==> src/logic/pm_clock_cfg.svh <==
`ifndef PM_CLOCK_CFG_SVH
`define PM_CLOCK_CFG_SVH

// Register byte addresses (printed offsets are not all multiples of four, so index*4)
`define IDX_EXT_IRQ_FLAGS 8'h91
`define IDX_POWER_MGMT_CTRL 8'hc4
`define IDX_ACTIVITY_STATUS 8'hc5
`define ADDR_EXT_IRQ_FLAGS 12'h244
`define ADDR_POWER_MGMT_CTRL 12'h310
`define ADDR_ACTIVITY_STATUS 12'h314
// Own register for serial transmit-buffer write events
`define ADDR_TX_BUFFER_WRITE 12'h400

// Field positions
`define POS_DIV_HI 7
`define POS_DIV_LO 6
`define POS_AUTO_RET 5
`define POS_XTAL_OFF 3
`define POS_SRC_SEL 3
`define POS_RING_ACT 2
`define POS_PF_LVL 7
`define POS_HI_LVL 6
`define POS_LO_LVL 5
`define POS_XTAL_RDY 4

// Divider codes
`define DIV_CODE_RSVD 2'b00
`define DIV_CODE_4 2'b01
`define DIV_CODE_64 2'b10
`define DIV_CODE_1024 2'b11

// Clocks per machine cycle
`define CLKS_4 11'h004
`define CLKS_64 11'h040
`define CLKS_1024 11'h400

// Crystal warm-up in crystal clocks
`define XTAL_WARMUP_CLKS 65536

`endif

==> src/logic/pm_clock_pkg.sv <==
package pm_clock_pkg;
    // Divider selection
    typedef enum logic [1:0] {
        DIV_RSVD,
        DIV_4,
        DIV_64,
        DIV_1024
    } div_sel_e;

    // Serial port activity seen from the ports
    typedef struct packed {
        logic port1_tx_active;
        logic port1_rx_active;
        logic port0_tx_active;
        logic port0_rx_active;
    } serial_act_s;

    // Interrupt levels in service
    typedef struct packed {
        logic powerfail_level_active;
        logic high_level_active;
        logic low_level_active;
    } level_act_s;
endpackage

==> src/logic/cycle_divider.sv <==
`timescale 1ns/1ps
`include "pm_clock_cfg.svh"

// Counts source-clock ticks into machine-cycle strobes
module cycle_divider
(
    // Clock and reset
    input wire logic pclk,
    input wire logic presetn,
    // Source tick and length
    input wire logic src_tick,
    input wire logic [10:0] cycle_len,
    // One-cycle strobe at machine-cycle end
    output logic cycle_end
);
    logic [10:0] count; // Ticks inside the current cycle

    // Strobe when the last tick of the cycle arrives
    assign cycle_end = src_tick && (count >= cycle_len - 11'h001);

    // A shortened length ends an overlong cycle at the next source tick, never wraps
    always_ff @(posedge pclk or negedge presetn)
    begin
        if (!presetn)
            count <= 11'h000;
        else if (cycle_end)
            count <= 11'h000;
        else if (src_tick)
            count <= count + 11'h001;
    end
endmodule

==> src/logic/power_mgmt_clock_divider.sv <==
// Function
// RQ1: Reset and normal: four clocks per cycle
// RQ2: Two-bit code selects 4, 64, 1024
// RQ3: New rate applies after one cycle
// RQ4: Divided strobe feeds all clocked functions
// RQ5: Reduced rates reachable only from 4-clock
// RQ6: Only software enters reduced speed
// RQ7: Valid external interrupt forces 4-clock
// RQ8: Start bit with receiver on forces 4-clock
// RQ9: Start bit raises no serial interrupt
// RQ10: Transmit buffer write forces 4-clock
// RQ11: Auto return only while enable set
// RQ12: Only takeable interrupts trigger return
// RQ13: Low level in service blocks low sources
// RQ14: Status bits 7..5 show levels in service
// RQ15: Status bits 0,1 show port 0 activity
// RQ16: Status bits 2,3 show port 1 activity
// RQ17: Software avoids rate change during transfers
// RQ18: Ring oscillator usable as clock source
// RQ19: Software restores rate then crystal
// RQ20: Source select bit; ring status bit
// RQ21: Crystal disable only while ring selected
// RQ22: Crystal ready after warm-up; gates crystal select
// RQ23: Auto return leaves clock source alone
// RQ24: Illegal divider writes are ignored
// RQ25: Auto return loads 4-clock code
`timescale 1ns/1ps
`include "pm_clock_cfg.svh"

module power_mgmt_clock_divider
#(
    parameter int WARMUP_CLKS = `XTAL_WARMUP_CLKS
)
(
    // APB slave
    input wire logic pclk,
    input wire logic presetn,
    input wire logic psel,
    input wire logic penable,
    input wire logic pwrite,
    input wire logic [11:0] paddr,
    input wire logic [31:0] pwdata,
    output logic [31:0] prdata,
    output logic pready,
    output logic pslverr,
    // Clock source ticks (pins, synchronised here)
    input wire logic xtal_tick,
    input wire logic ring_tick,
    // Interrupt logic
    input wire logic [5:0] ext_irq_pending,
    input wire logic [5:0] ext_irq_enabled,
    input wire logic [5:0] ext_irq_high_prio,
    input wire pm_clock_pkg::level_act_s level_act,
    // Serial ports
    input wire logic [1:0] start_bit_seen,
    input wire logic [1:0] rx_enable,
    input wire pm_clock_pkg::serial_act_s serial_act,
    // Divided machine-cycle strobe and state
    output logic machine_cycle,
    output logic crystal_off,
    output logic ring_active_flag,
    output pm_clock_pkg::div_sel_e active_div
);
    import pm_clock_pkg::*;

    // Warm-up counter is 17 bits wide; a longer warm-up would be cut to its low 17 bits and end early
    if (WARMUP_CLKS < 1 || WARMUP_CLKS > 32'h0002_0000)
    begin : gen_bad_warmup
        $error("WARMUP_CLKS out of range");
    end

    // Pin synchronisers: first stage read only by the second
    logic xt_s1, xt_s2, xt_s3, rg_s1, rg_s2, rg_s3;
    always_ff @(posedge pclk or negedge presetn)
    begin
        if (!presetn)
        begin
            xt_s1 <= 1'b0;
            xt_s2 <= 1'b0;
            xt_s3 <= 1'b0;
            rg_s1 <= 1'b0;
            rg_s2 <= 1'b0;
            rg_s3 <= 1'b0;
        end
        else
        begin
            xt_s1 <= xtal_tick;
            xt_s2 <= xt_s1;
            xt_s3 <= xt_s2;
            rg_s1 <= ring_tick;
            rg_s2 <= rg_s1;
            rg_s3 <= rg_s2;
        end
    end
    wire xt_edge = xt_s2 && !xt_s3; // One pclk per crystal clock
    wire rg_edge = rg_s2 && !rg_s3; // One pclk per ring clock

    // Control state
    logic [1:0] div_code; // Software-visible divider field
    div_sel_e applied_div; // Rate actually in use
    logic auto_return; // Switchback enable
    logic xtal_disable; // Crystal amplifier off
    logic src_select; // 1 crystal, 0 ring
    logic ring_mode; // Source actually running
    logic xtal_ready; // Warm-up done
    logic [16:0] warm_count; // Crystal clocks since re-enable
    logic pend_apply; // Rate change waits one cycle
    logic pend_src; // Source change waits one cycle
    logic [7:0] pmr_low; // Other bits of the control register kept as storage

    // APB decode
    wire access = psel && penable;
    wire wr = access && pwrite;
    wire hit_pmr = (paddr == `ADDR_POWER_MGMT_CTRL);
    wire hit_ext_irq_flags = (paddr == `ADDR_EXT_IRQ_FLAGS);
    wire hit_stat = (paddr == `ADDR_ACTIVITY_STATUS);
    wire hit_txb = (paddr == `ADDR_TX_BUFFER_WRITE);
    wire mapped = hit_pmr || hit_ext_irq_flags || hit_stat || hit_txb;
    wire wr_pmr = wr && hit_pmr;
    wire wr_ext_irq_flags = wr && hit_ext_irq_flags;
    wire [1:0] wr_code = pwdata[`POS_DIV_HI:`POS_DIV_LO];

    // Reduced rate only from 4-clock; reserved code dropped [RQ5] [RQ24]
    wire code_legal = (wr_code == `DIV_CODE_4) ||
        ((wr_code != `DIV_CODE_RSVD) && (div_code == `DIV_CODE_4));
    // Transmit buffer write event for either port, pwdata[0]=port0 [1]=port1 [RQ10]
    wire tx_write = wr && hit_txb && (pwdata[1:0] != 2'b00);

    // External interrupt that could be taken now [RQ7] [RQ12] [RQ13]
    logic [5:0] irq_takeable;
    genvar g;
    generate
        for (g = 0; g < 6; g++)
        begin : gen_irq
            assign irq_takeable[g] = ext_irq_pending[g] && ext_irq_enabled[g] &&
                !level_act.powerfail_level_active && !level_act.high_level_active &&
                (ext_irq_high_prio[g] || !level_act.low_level_active);
        end
    endgenerate
    // Start bit only with its receiver on; raises no interrupt here [RQ8] [RQ9]
    wire start_hit = |(start_bit_seen & rx_enable);
    // Hardware can only restore speed, never reduce it [RQ6] [RQ11]
    wire switchback = auto_return && ((|irq_takeable) || start_hit || tx_write);

    // Source tick and length of the applied rate [RQ18]
    wire src_tick = ring_mode ? rg_edge : xt_edge;
    wire [10:0] cycle_len = (applied_div == DIV_1024) ? `CLKS_1024 :
        (applied_div == DIV_64) ? `CLKS_64 : `CLKS_4;
    wire cyc_end;

    // Divider counter for the whole device [RQ4]
    cycle_divider u_div
    (
        .pclk(pclk),
        .presetn(presetn),
        .src_tick(src_tick),
        .cycle_len(cycle_len),
        .cycle_end(cyc_end)
    );

    // Divider field: software writes, hardware switchback [RQ2] [RQ25]
    always_ff @(posedge pclk or negedge presetn)
    begin
        if (!presetn)
            div_code <= `DIV_CODE_4; // [RQ1]
        else if (switchback)
            div_code <= `DIV_CODE_4; // Return wins over a write
        else if (wr_pmr && code_legal)
            div_code <= wr_code;
    end

    // Applied rate follows after one machine cycle; switchback immediate [RQ3]
    always_ff @(posedge pclk or negedge presetn)
    begin
        if (!presetn)
        begin
            applied_div <= DIV_4;
            pend_apply <= 1'b0;
        end
        else if (switchback)
        begin
            applied_div <= DIV_4;
            pend_apply <= 1'b0;
        end
        else if (wr_pmr && code_legal)
            pend_apply <= 1'b1;
        else if (pend_apply && cyc_end)
        begin
            applied_div <= div_sel_e'(div_code);
            pend_apply <= 1'b0;
        end
    end

    // Other control bits; switchback leaves source untouched [RQ23]
    always_ff @(posedge pclk or negedge presetn)
    begin
        if (!presetn)
        begin
            auto_return <= 1'b0;
            xtal_disable <= 1'b0;
            pmr_low <= 8'h00;
        end
        else if (wr_pmr)
        begin
            auto_return <= pwdata[`POS_AUTO_RET];
            // Setting allowed only with ring selected [RQ21]
            xtal_disable <= pwdata[`POS_XTAL_OFF] && (!src_select || xtal_disable);
            pmr_low <= {4'h0, pwdata[4], pwdata[2:0]};
            if (src_select && !xtal_disable)
                xtal_disable <= 1'b0;
        end
    end

    // Source select; crystal only once ready [RQ20] [RQ22]
    always_ff @(posedge pclk or negedge presetn)
    begin
        if (!presetn)
        begin
            src_select <= 1'b1;
            pend_src <= 1'b0;
            ring_mode <= 1'b0;
        end
        else
        begin
            if (wr_ext_irq_flags && (!pwdata[`POS_SRC_SEL] || (xtal_ready && !xtal_disable)))
            begin
                src_select <= pwdata[`POS_SRC_SEL];
                pend_src <= 1'b1;
            end
            else if (pend_src && cyc_end)
            begin
                ring_mode <= !src_select;
                pend_src <= 1'b0;
            end
        end
    end

    // Crystal warm-up count in crystal clocks [RQ22]
    always_ff @(posedge pclk or negedge presetn)
    begin
        if (!presetn)
        begin
            warm_count <= 17'h00000;
            xtal_ready <= 1'b1;
        end
        else if (xtal_disable)
        begin
            warm_count <= 17'h00000;
            xtal_ready <= 1'b0;
        end
        else if (!xtal_ready && xt_edge)
        begin
            warm_count <= warm_count + 17'h00001;
            if (warm_count == 17'(WARMUP_CLKS - 1))
                xtal_ready <= 1'b1;
        end
    end

    // Read data selection [RQ14] [RQ15] [RQ16]
    wire [7:0] pmr_rd = {div_code, auto_return, pmr_low[4], xtal_disable, pmr_low[2:0]};
    wire [7:0] ext_irq_flags_rd = {4'h0, src_select, ring_mode, 2'b00};
    wire [7:0] stat_rd = {level_act.powerfail_level_active, level_act.high_level_active,
        level_act.low_level_active, xtal_ready, serial_act};
    wire [7:0] rd_byte = hit_pmr ? pmr_rd : hit_ext_irq_flags ? ext_irq_flags_rd : hit_stat ? stat_rd : 8'h00;

    // APB answer: one access cycle, error for unmapped addresses
    always_ff @(posedge pclk or negedge presetn)
    begin
        if (!presetn)
        begin
            pready <= 1'b0;
            pslverr <= 1'b0;
            prdata <= 32'h0000_0000;
        end
        else
        begin
            pready <= psel && !penable;
            pslverr <= psel && !penable && !mapped;
            prdata <= (psel && !penable && !pwrite) ? {24'h000000, rd_byte} : 32'h0000_0000;
        end
    end

    // Registered outputs to the rest of the device [RQ4]
    always_ff @(posedge pclk or negedge presetn)
    begin
        if (!presetn)
        begin
            machine_cycle <= 1'b0;
            crystal_off <= 1'b0;
            ring_active_flag <= 1'b0;
            active_div <= DIV_4;
        end
        else
        begin
            machine_cycle <= cyc_end;
            crystal_off <= xtal_disable;
            ring_active_flag <= ring_mode;
            active_div <= applied_div;
        end
    end

    // Assertions
    AST_RESET_FOUR: assert property (@(posedge pclk) $rose(presetn) |-> applied_div == DIV_4) // [RQ1]
        else $error("rate not 4 after reset");
    AST_SWB_RESTORE: assert property (@(posedge pclk) disable iff (!presetn) // [RQ7]
        switchback |=> (applied_div == DIV_4 && div_code == `DIV_CODE_4))
        else $error("switchback did not restore 4 clocks");
    AST_NO_DIRECT: assert property (@(posedge pclk) disable iff (!presetn) // [RQ5]
        (div_code == `DIV_CODE_64) |=> div_code != `DIV_CODE_1024)
        else $error("direct reduced rate change");
    AST_RSVD: assert property (@(posedge pclk) disable iff (!presetn) // [RQ24]
        div_code != `DIV_CODE_RSVD)
        else $error("reserved code stored");
    AST_HW_NO_SLOW: assert property (@(posedge pclk) disable iff (!presetn) // [RQ6]
        (!wr_pmr && !pend_apply && applied_div == DIV_4) |=> applied_div == DIV_4)
        else $error("hardware reduced speed");
    AST_SWB_GATED: assert property (@(posedge pclk) disable iff (!presetn) // [RQ11]
        !auto_return |-> !switchback)
        else $error("switchback while disabled");
    AST_LEVEL_LOCK: assert property (@(posedge pclk) disable iff (!presetn) // [RQ12]
        level_act.high_level_active |-> irq_takeable == 6'h00)
        else $error("blocked interrupt took effect");
    AST_SRC_KEEP: assert property (@(posedge pclk) disable iff (!presetn) // [RQ23]
        (switchback && !wr_ext_irq_flags) |=> $stable(src_select))
        else $error("switchback changed source");
    AST_XTAL_GATE: assert property (@(posedge pclk) disable iff (!presetn) // [RQ22]
        $rose(src_select) |-> $past(xtal_ready))
        else $error("crystal selected before ready");
    // A pending rate must wait for the end of the running machine cycle
    AST_RATE_WAIT: assert property (@(posedge pclk) disable iff (!presetn) // [RQ3]
        (pend_apply && !cyc_end && !switchback) |=> $stable(applied_div))
        else $error("rate changed before cycle end");
    AST_START_RETURN: assert property (@(posedge pclk) disable iff (!presetn) // [RQ8]
        (auto_return && start_hit) |=> applied_div == DIV_4)
        else $error("start bit did not restore 4 clocks");

    // Main scenarios
    COV_SWB: cover property (@(posedge pclk) disable iff (!presetn) switchback && applied_div == DIV_1024);
    COV_DIV64_MODE: cover property (@(posedge pclk) disable iff (!presetn) $rose(applied_div == DIV_64));
    COV_RING: cover property (@(posedge pclk) disable iff (!presetn) $rose(ring_mode));
    COV_TX_RETURN: cover property (@(posedge pclk) disable iff (!presetn) auto_return && tx_write);
    COV_XTAL_UP: cover property (@(posedge pclk) disable iff (!presetn) $rose(xtal_ready));
endmodule

==> config.mk <==
export PLATFORM = sky130hd
export DESIGN_NAME = power_mgmt_clock_divider
export DESIGN_NICKNAME = d
export VERILOG_FILES = /design/src/logic/pm_clock_pkg.sv /design/src/logic/cycle_divider.sv /design/src/logic/power_mgmt_clock_divider.sv
export VERILOG_INCLUDE_DIRS = /design/src /design/src/logic
export SDC_FILE = /design/constraint.sdc
export NUM_CORES = 1
export LEC_CHECK = 0
export BUFFER_PORTS_ARGS = -buffer_cell sky130_fd_sc_hd__buf_4
export CORE_ASPECT_RATIO = 1.5
export CORE_UTILIZATION = 51
export DETAILED_ROUTE_END_ITERATION = 8
export PLACE_DENSITY = 0.92
export SLEW_MARGIN = 15
export SYNTH_ARGS = -nofsm -noshare
export SYNTH_HDL_FRONTEND = slang
export SYNTH_HIERARCHICAL = 1
export SYNTH_SLANG_ARGS = --single-unit
==> constraint.sdc <==
create_clock -name pclk -period 3.88 [get_ports pclk]
set_input_delay 0 -clock pclk [delete_from_list [all_inputs] [get_ports pclk]]
set_output_delay 0 -clock pclk [all_outputs]
set_load 0.03 [all_outputs]
======== Word level (Yosys, flattened, before mapping) ========
Index checks and enable logic that the tools add are counted.
word-level totals
  flip-flop bits (word level) ............. 63
  input bits .............................. 80
  output and inout port bits .............. 39
  logic and storage cells ................. 152
cells by class
  $add $sub $neg .......................... 3
  reduce and logical (&&, ||, !) cells .... 86
  bitwise operators ....................... 2
  multiplexer cells ....................... 25
  order comparisons ....................... 1
  equal/unequal tests ..................... 10
operators with widths
  operator               count
  $logic_and 1x1->1      46
  $eq 12x10->1 const B   3
  $mux 17                2
  $mux 11                3
  $mux 8                 4
  $add 17x1->17 const B  1
  $eq 17x16->1 const B   1
  $reduce_bool 2->1      8
  $logic_or 1x1->1       14
  $eq 12x11->1 const B   1
  $logic_not 1->1        12
  $add 11x1->11 const B  1
  $ge 11x11->1           1
  $sub 11x1->11 const B  1
  $mux 1                 10
  $mux 2                 5
  $mux 7                 1
  $reduce_and 2->1       3
  $reduce_or 6->1        1
  $eq 2x1->1 const B     2
  $eq 2x2->1 const B     2
  $reduce_bool 3->1      1
  $and 2x2->2            1
  $ne 2x2->1 const B     1
  2 further kinds        2

======== Depth between registers and ports, before layout ========
  word-level depth ........................ 10
  gate-level depth with buffers ........... 16
  depth with buffers taken out ............ 15

======== Modules after synthesis ========
The synthesis kept the hierarchy.
modules (own cells, without submodules)
  module                    times used  cells each  sequential area each (sq um)  area each (sq um)
  power_mgmt_clock_divider  1           250         1307.5                        2555.0
  cycle_divider             1           110         275.3                         954.7

======== Least setup slack after synthesis ========
No wires, ideal clock.
  kind .................................... register -> register
  start ................................... register applied_div[0]
  end ..................................... register applied_div[0]
  stages on the path, launching flop included .. 15
  required time ........................... 3.798 ns
  library setup time ...................... 0.082 ns
  clock period less this slack ............ 3.004 ns
  path buffers ............................ 1
  arrival ................................. 2.922 ns
  setup slack ............................. 0.876 ns
  path through ............................ dfstp_2 nor2_1 or4_1 nor2_1 xnor2_1 ha_1 and4_1 a311oi_2 nand2_2 buf_6 and2_1 nand2_1 a31oi_1 nor2b_1 a211o_1
between the ends
  cells in the longest elaborated chain, start to end .. 9
  elaborated cells between the ends (all ways) .. 10
  classes of those cells .................. add/sub (1); order compare (1); eq/ne (2); mux (2); reduce/logical (4)
RTL lines
  element                        line                             text
  start: declaration             power_mgmt_clock_divider.sv:100  div_sel_e applied_div;
  start signal: assignment       power_mgmt_clock_divider.sv:189  applied_div <= div_sel_e'(div_code);
  $eq 2x2->1                     power_mgmt_clock_divider.sv:148  (applied_div == DIV_64) ? `CLKS_64 : `CLKS_4;
  $mux 7 (no line)               n/a
  $mux 11 (no line) *            n/a
  via cycle_len[6]               power_mgmt_clock_divider.sv:147  wire [10:0] cycle_len = (applied_div == DIV_1024) ? `CLKS_1024 :
  $sub 11x1->11 *                cycle_divider.sv:19              assign cycle_end = src_tick && (count >= cycle_len - 11'h001);
  $ge 11x11->1 *                 cycle_divider.sv:19
  $logic_and 1x1->1 *            cycle_divider.sv:19
  via cyc_end                    power_mgmt_clock_divider.sv:149  wire cyc_end;
  $logic_and 1x1->1 *            power_mgmt_clock_divider.sv:187  else if (pend_apply && cyc_end)
  $reduce_bool 2->1 (no line) *  n/a
  $reduce_and 2->1 (no line) *   n/a
The timed path passes the listed nets; every way through them passes the cells marked *.
A chain may end at the register's enable or synchronous reset.

======== Worst setup path in the final report ========
  start ................................... register applied_div[1]
  end ..................................... register applied_div[0]
The elaborated chain is that of the path after synthesis.

==> metrics.txt <==
top cells by count, synth dfrtp_1, nor2_1, nand2_1; vias between 3000 and 4000; # nets final ~570; Final setup viols 0; port buffer count 69; Setup TNS 0 ns; RSZ-0062 raised after global routing false; sequential share of power 0.447; share of layout cells above drive strength 1 0.218; Worst Hold Path EP prdata[3]; fraction of registers with async set or reset after synthesis 1.00; Mapped Area approximately 3500 sq um; Initial Util 0.534; Tot GR Track Use 0.289; Hold/Removal Path Class in -> reg; fmax 286 MHz; count leader, synth dfrtp_1; vias in the first global route ~3300; crit path max fanout 11; Slew @ Worst Pin 0.861 ns; Antenna Cells 0; status completed; Clock Power Share 0.311; I/O pin count 119; WP data arrival 3.77 ns; TritonRoute pass-1 iters 5; CTS tree yes; launch point of the worst hold path serial_act[3]; clk root buf clkbuf_8; slowest CP cell or4_1; CP top delay family simple AND/OR/NAND/NOR gates; Sw Pwr about 660 uW; Avg Vias per Cell 5.77; Pins Over Slew Limit 0; placed cells 519; worst hold stages 3; pin count of the biggest net entering global routing 64; Crit. End Element flop; routability cong. 0.795; Buf/Inv on CP 1; top_reg_cell synth dfrtp_1; worst-skew pair later-pin latency between 0.3 and 0.4 ns; first-pass GRT wire length approximately 16000 um; Max-cap violations 0; PwrDens 427 nW/um^2; Critical Path RT around 4.2 ns; Iter 0 DRT Violations about 270; critical path launch point type flop; Core ar. 6580 sq um; final hold violations 0; cell accounting for the most synthesized area dfrtp_1; Leak approximately 2.1 nW; Distinct cells, synth 51; post-route clock period utilization 0.901; Reg clk slew, reported paths around 0.08 ns; reg-to-reg critical path startpoint applied_div[1]; fillcell total 391; Die H approximately 100 um; CTS max path bufs 2; initial antenna violation count 0; R2R Setup Slk roughly 0.38 ns; maximum VDD drop between 0.4 and 0.5 mV; Residual DRC 0; top post-synthesis cells by area dfrtp_1, buf_4, ha_1; post-CTS setup buffers 0; most frequent CP cell nor2_1; num rows 36; sequential fraction of the synthesis area 0.451; post-DP HPWL ~5400 um; CTS sink count 63; Setup CP Type reg -> reg; DR WL/cell ~18 um; die width 69.7 um; Post-synth EDFFs 0; GRT overflow 0; Period minus WS final about 3.5 ns; Post-Route Skew about 0.0090 ns; post-synthesis register bit count 63; Synth top area share 0.414; Post-Route WL around 10000 um; Critical Path, Cell by Cell inv_1 > nor2_1 > or4_1 > nor2_1 > xnor2_1 > ha_1 > and4_1 > a311oi_2 > nand2_2 > and2_1 > nand2_1 > a31oi_1 > nor2b_1 > a211o_1; CTS buffer count 9; Comb power frac 0.243; Area Overhead vs Synth 28.3%; Max-Slew Margin vs Limit 0.420; Mapped Avg Cell Area 9.75 sq um; Largest stage delay, worst path between 0.5 and 0.6 ns; worst r2r path cells 14; Die Area roughly 7200 sq um; sw frac 0.344; non-filler instance count after layout around 560; Critical R2R Capture applied_div[0]; Int Pwr 1.26 mW; Routed Antenna Nets 0; H-tree levels 3; Yosys warnings 6; Mapped Cells 360
-- how the worst max path moves through the flow --
| stage | start | to | slack [ns] | cells past startpoint |
|---|---|---|---|---|
| 4_1_cts | applied_div[1] | applied_div[0] | 0.53 | 14 |
| 3_5_place_dp | applied_div[1] | applied_div[0] | 0.54 | 14 |
| 2_1_floorplan | applied_div[0] | applied_div[0] | 0.88 | 14 |
| 5_1_grt | applied_div[1] | applied_div[0] | 0.12 | 14 |
| 6_report | applied_div[1] | applied_div[0] | 0.38 | 14 |
| 3_3_place_gp | applied_div[1] | applied_div[0] | 0.65 | 14 |
-- through the flow --
stage	power [mW]	hold slack (ns)	util	instance area, sq um	setup slack (ns)
after global routing	2.01	0.0732	0.685	4500	0.125
after floorplan	1.16	-0.296	-	3680	0.876
final	1.92	0.0804	0.685	4500	0.385
after global placement	1.26	0.110	0.620	4080	0.655
after CTS	1.88	0.0361	0.685	4500	0.533
after detailed placement	1.29	0.111	0.620	4080	0.540
-- timing repair --
item / in CTS / in global routing
hold buffers: 22 / 0
resized for setup: 0 / 0
hold endpoints to repair: 76 / 0
-- metal layers --
metal	up-vias	part of all wire	GRT usage	routed length, um
li1	1417	-	-	-
met1	1515	0.33	0.289	3300
met2	222	0.54	0.513	5440
met3	59	0.071	0.0749	706
met4	0	0.055	0.196	554
met5	-	0	0	0
-- worst min-delay path: stages --
cell      delay (ns)
buf_4           0.08
a221oi_1        0.08
a211oi_1        0.22
-- cell usage in the layout (no fill, tap or decap), types with 2 or more instances in the layout --
cell type      count
mux2_2             3
clkinv_4           2
buf_4             71
or3_1              2
nor3_1             7
dfstp_2            5
dlygate4sd3_1     22
a31oi_1            3
xnor2_1           15
clkbuf_8          10
nand4_1           10
and3_1             6
o22ai_1            4
xor2_1            14
dfrtp_1           58
nor2_1            34
inv_1             18
and2_1             3
and4_1             2
mux2i_1            4
nor4_1             5
a211oi_1           2
nand3b_1           4
nor3b_1            4
a21oi_1           20
nand2b_1           4
nand3_1           11
conb_1            46
nand2_1           28
nand3_2            2
ha_1              15
o21ai_0           11
a22oi_1            7
nor2b_1            8
-- state kept, by name, summed over array words and instances (netlist names), 2 cells and up --
name / cells
prdata: 8
active_div: 2
warm_count: 17
div_code: 2
pmr_low: 3
applied_div: 2
u_div/count: 11
-- power by group through the flow --
stage	logic (mW)	registers [mW]	clock network [mW]
6_report	0.467	0.859	0.597
3_3_place_gp	0.403	0.853	0
2_1_floorplan	0.316	0.844	0
3_5_place_dp	0.428	0.859	0
4_1_cts	0.446	0.847	0.592
5_1_grt	0.520	0.866	0.624
-- layout make-up --
class | count | area (sq um) | share of cell area
inverter | 18 | 67.6 | 0.0150
timing repair buffer | 93 | 753 | 0.167
clock inverter | 6 | 68.8 | 0.0153
tap | 76 | 95.1 | 0.0211
multi-input combinational | 291 | 1800 | 0.399
clock buffer | 10 | 138 | 0.0306
sequential | 63 | 1580 | 0.351
-- cell families after synthesis --
logic type,after synthesis,share of synthesized area
AOI/OAI and AO/OA,55,0.0984
DFF,63,0.451
buffers and inverters,51,0.0845
xor gates and xnor gates,29,0.0724
other,1,0.00107
muxes,8,0.0253
adders and majority gates,15,0.0535
and+or+nand+nor,138,0.214
Power figures use the tool's default switching activity.
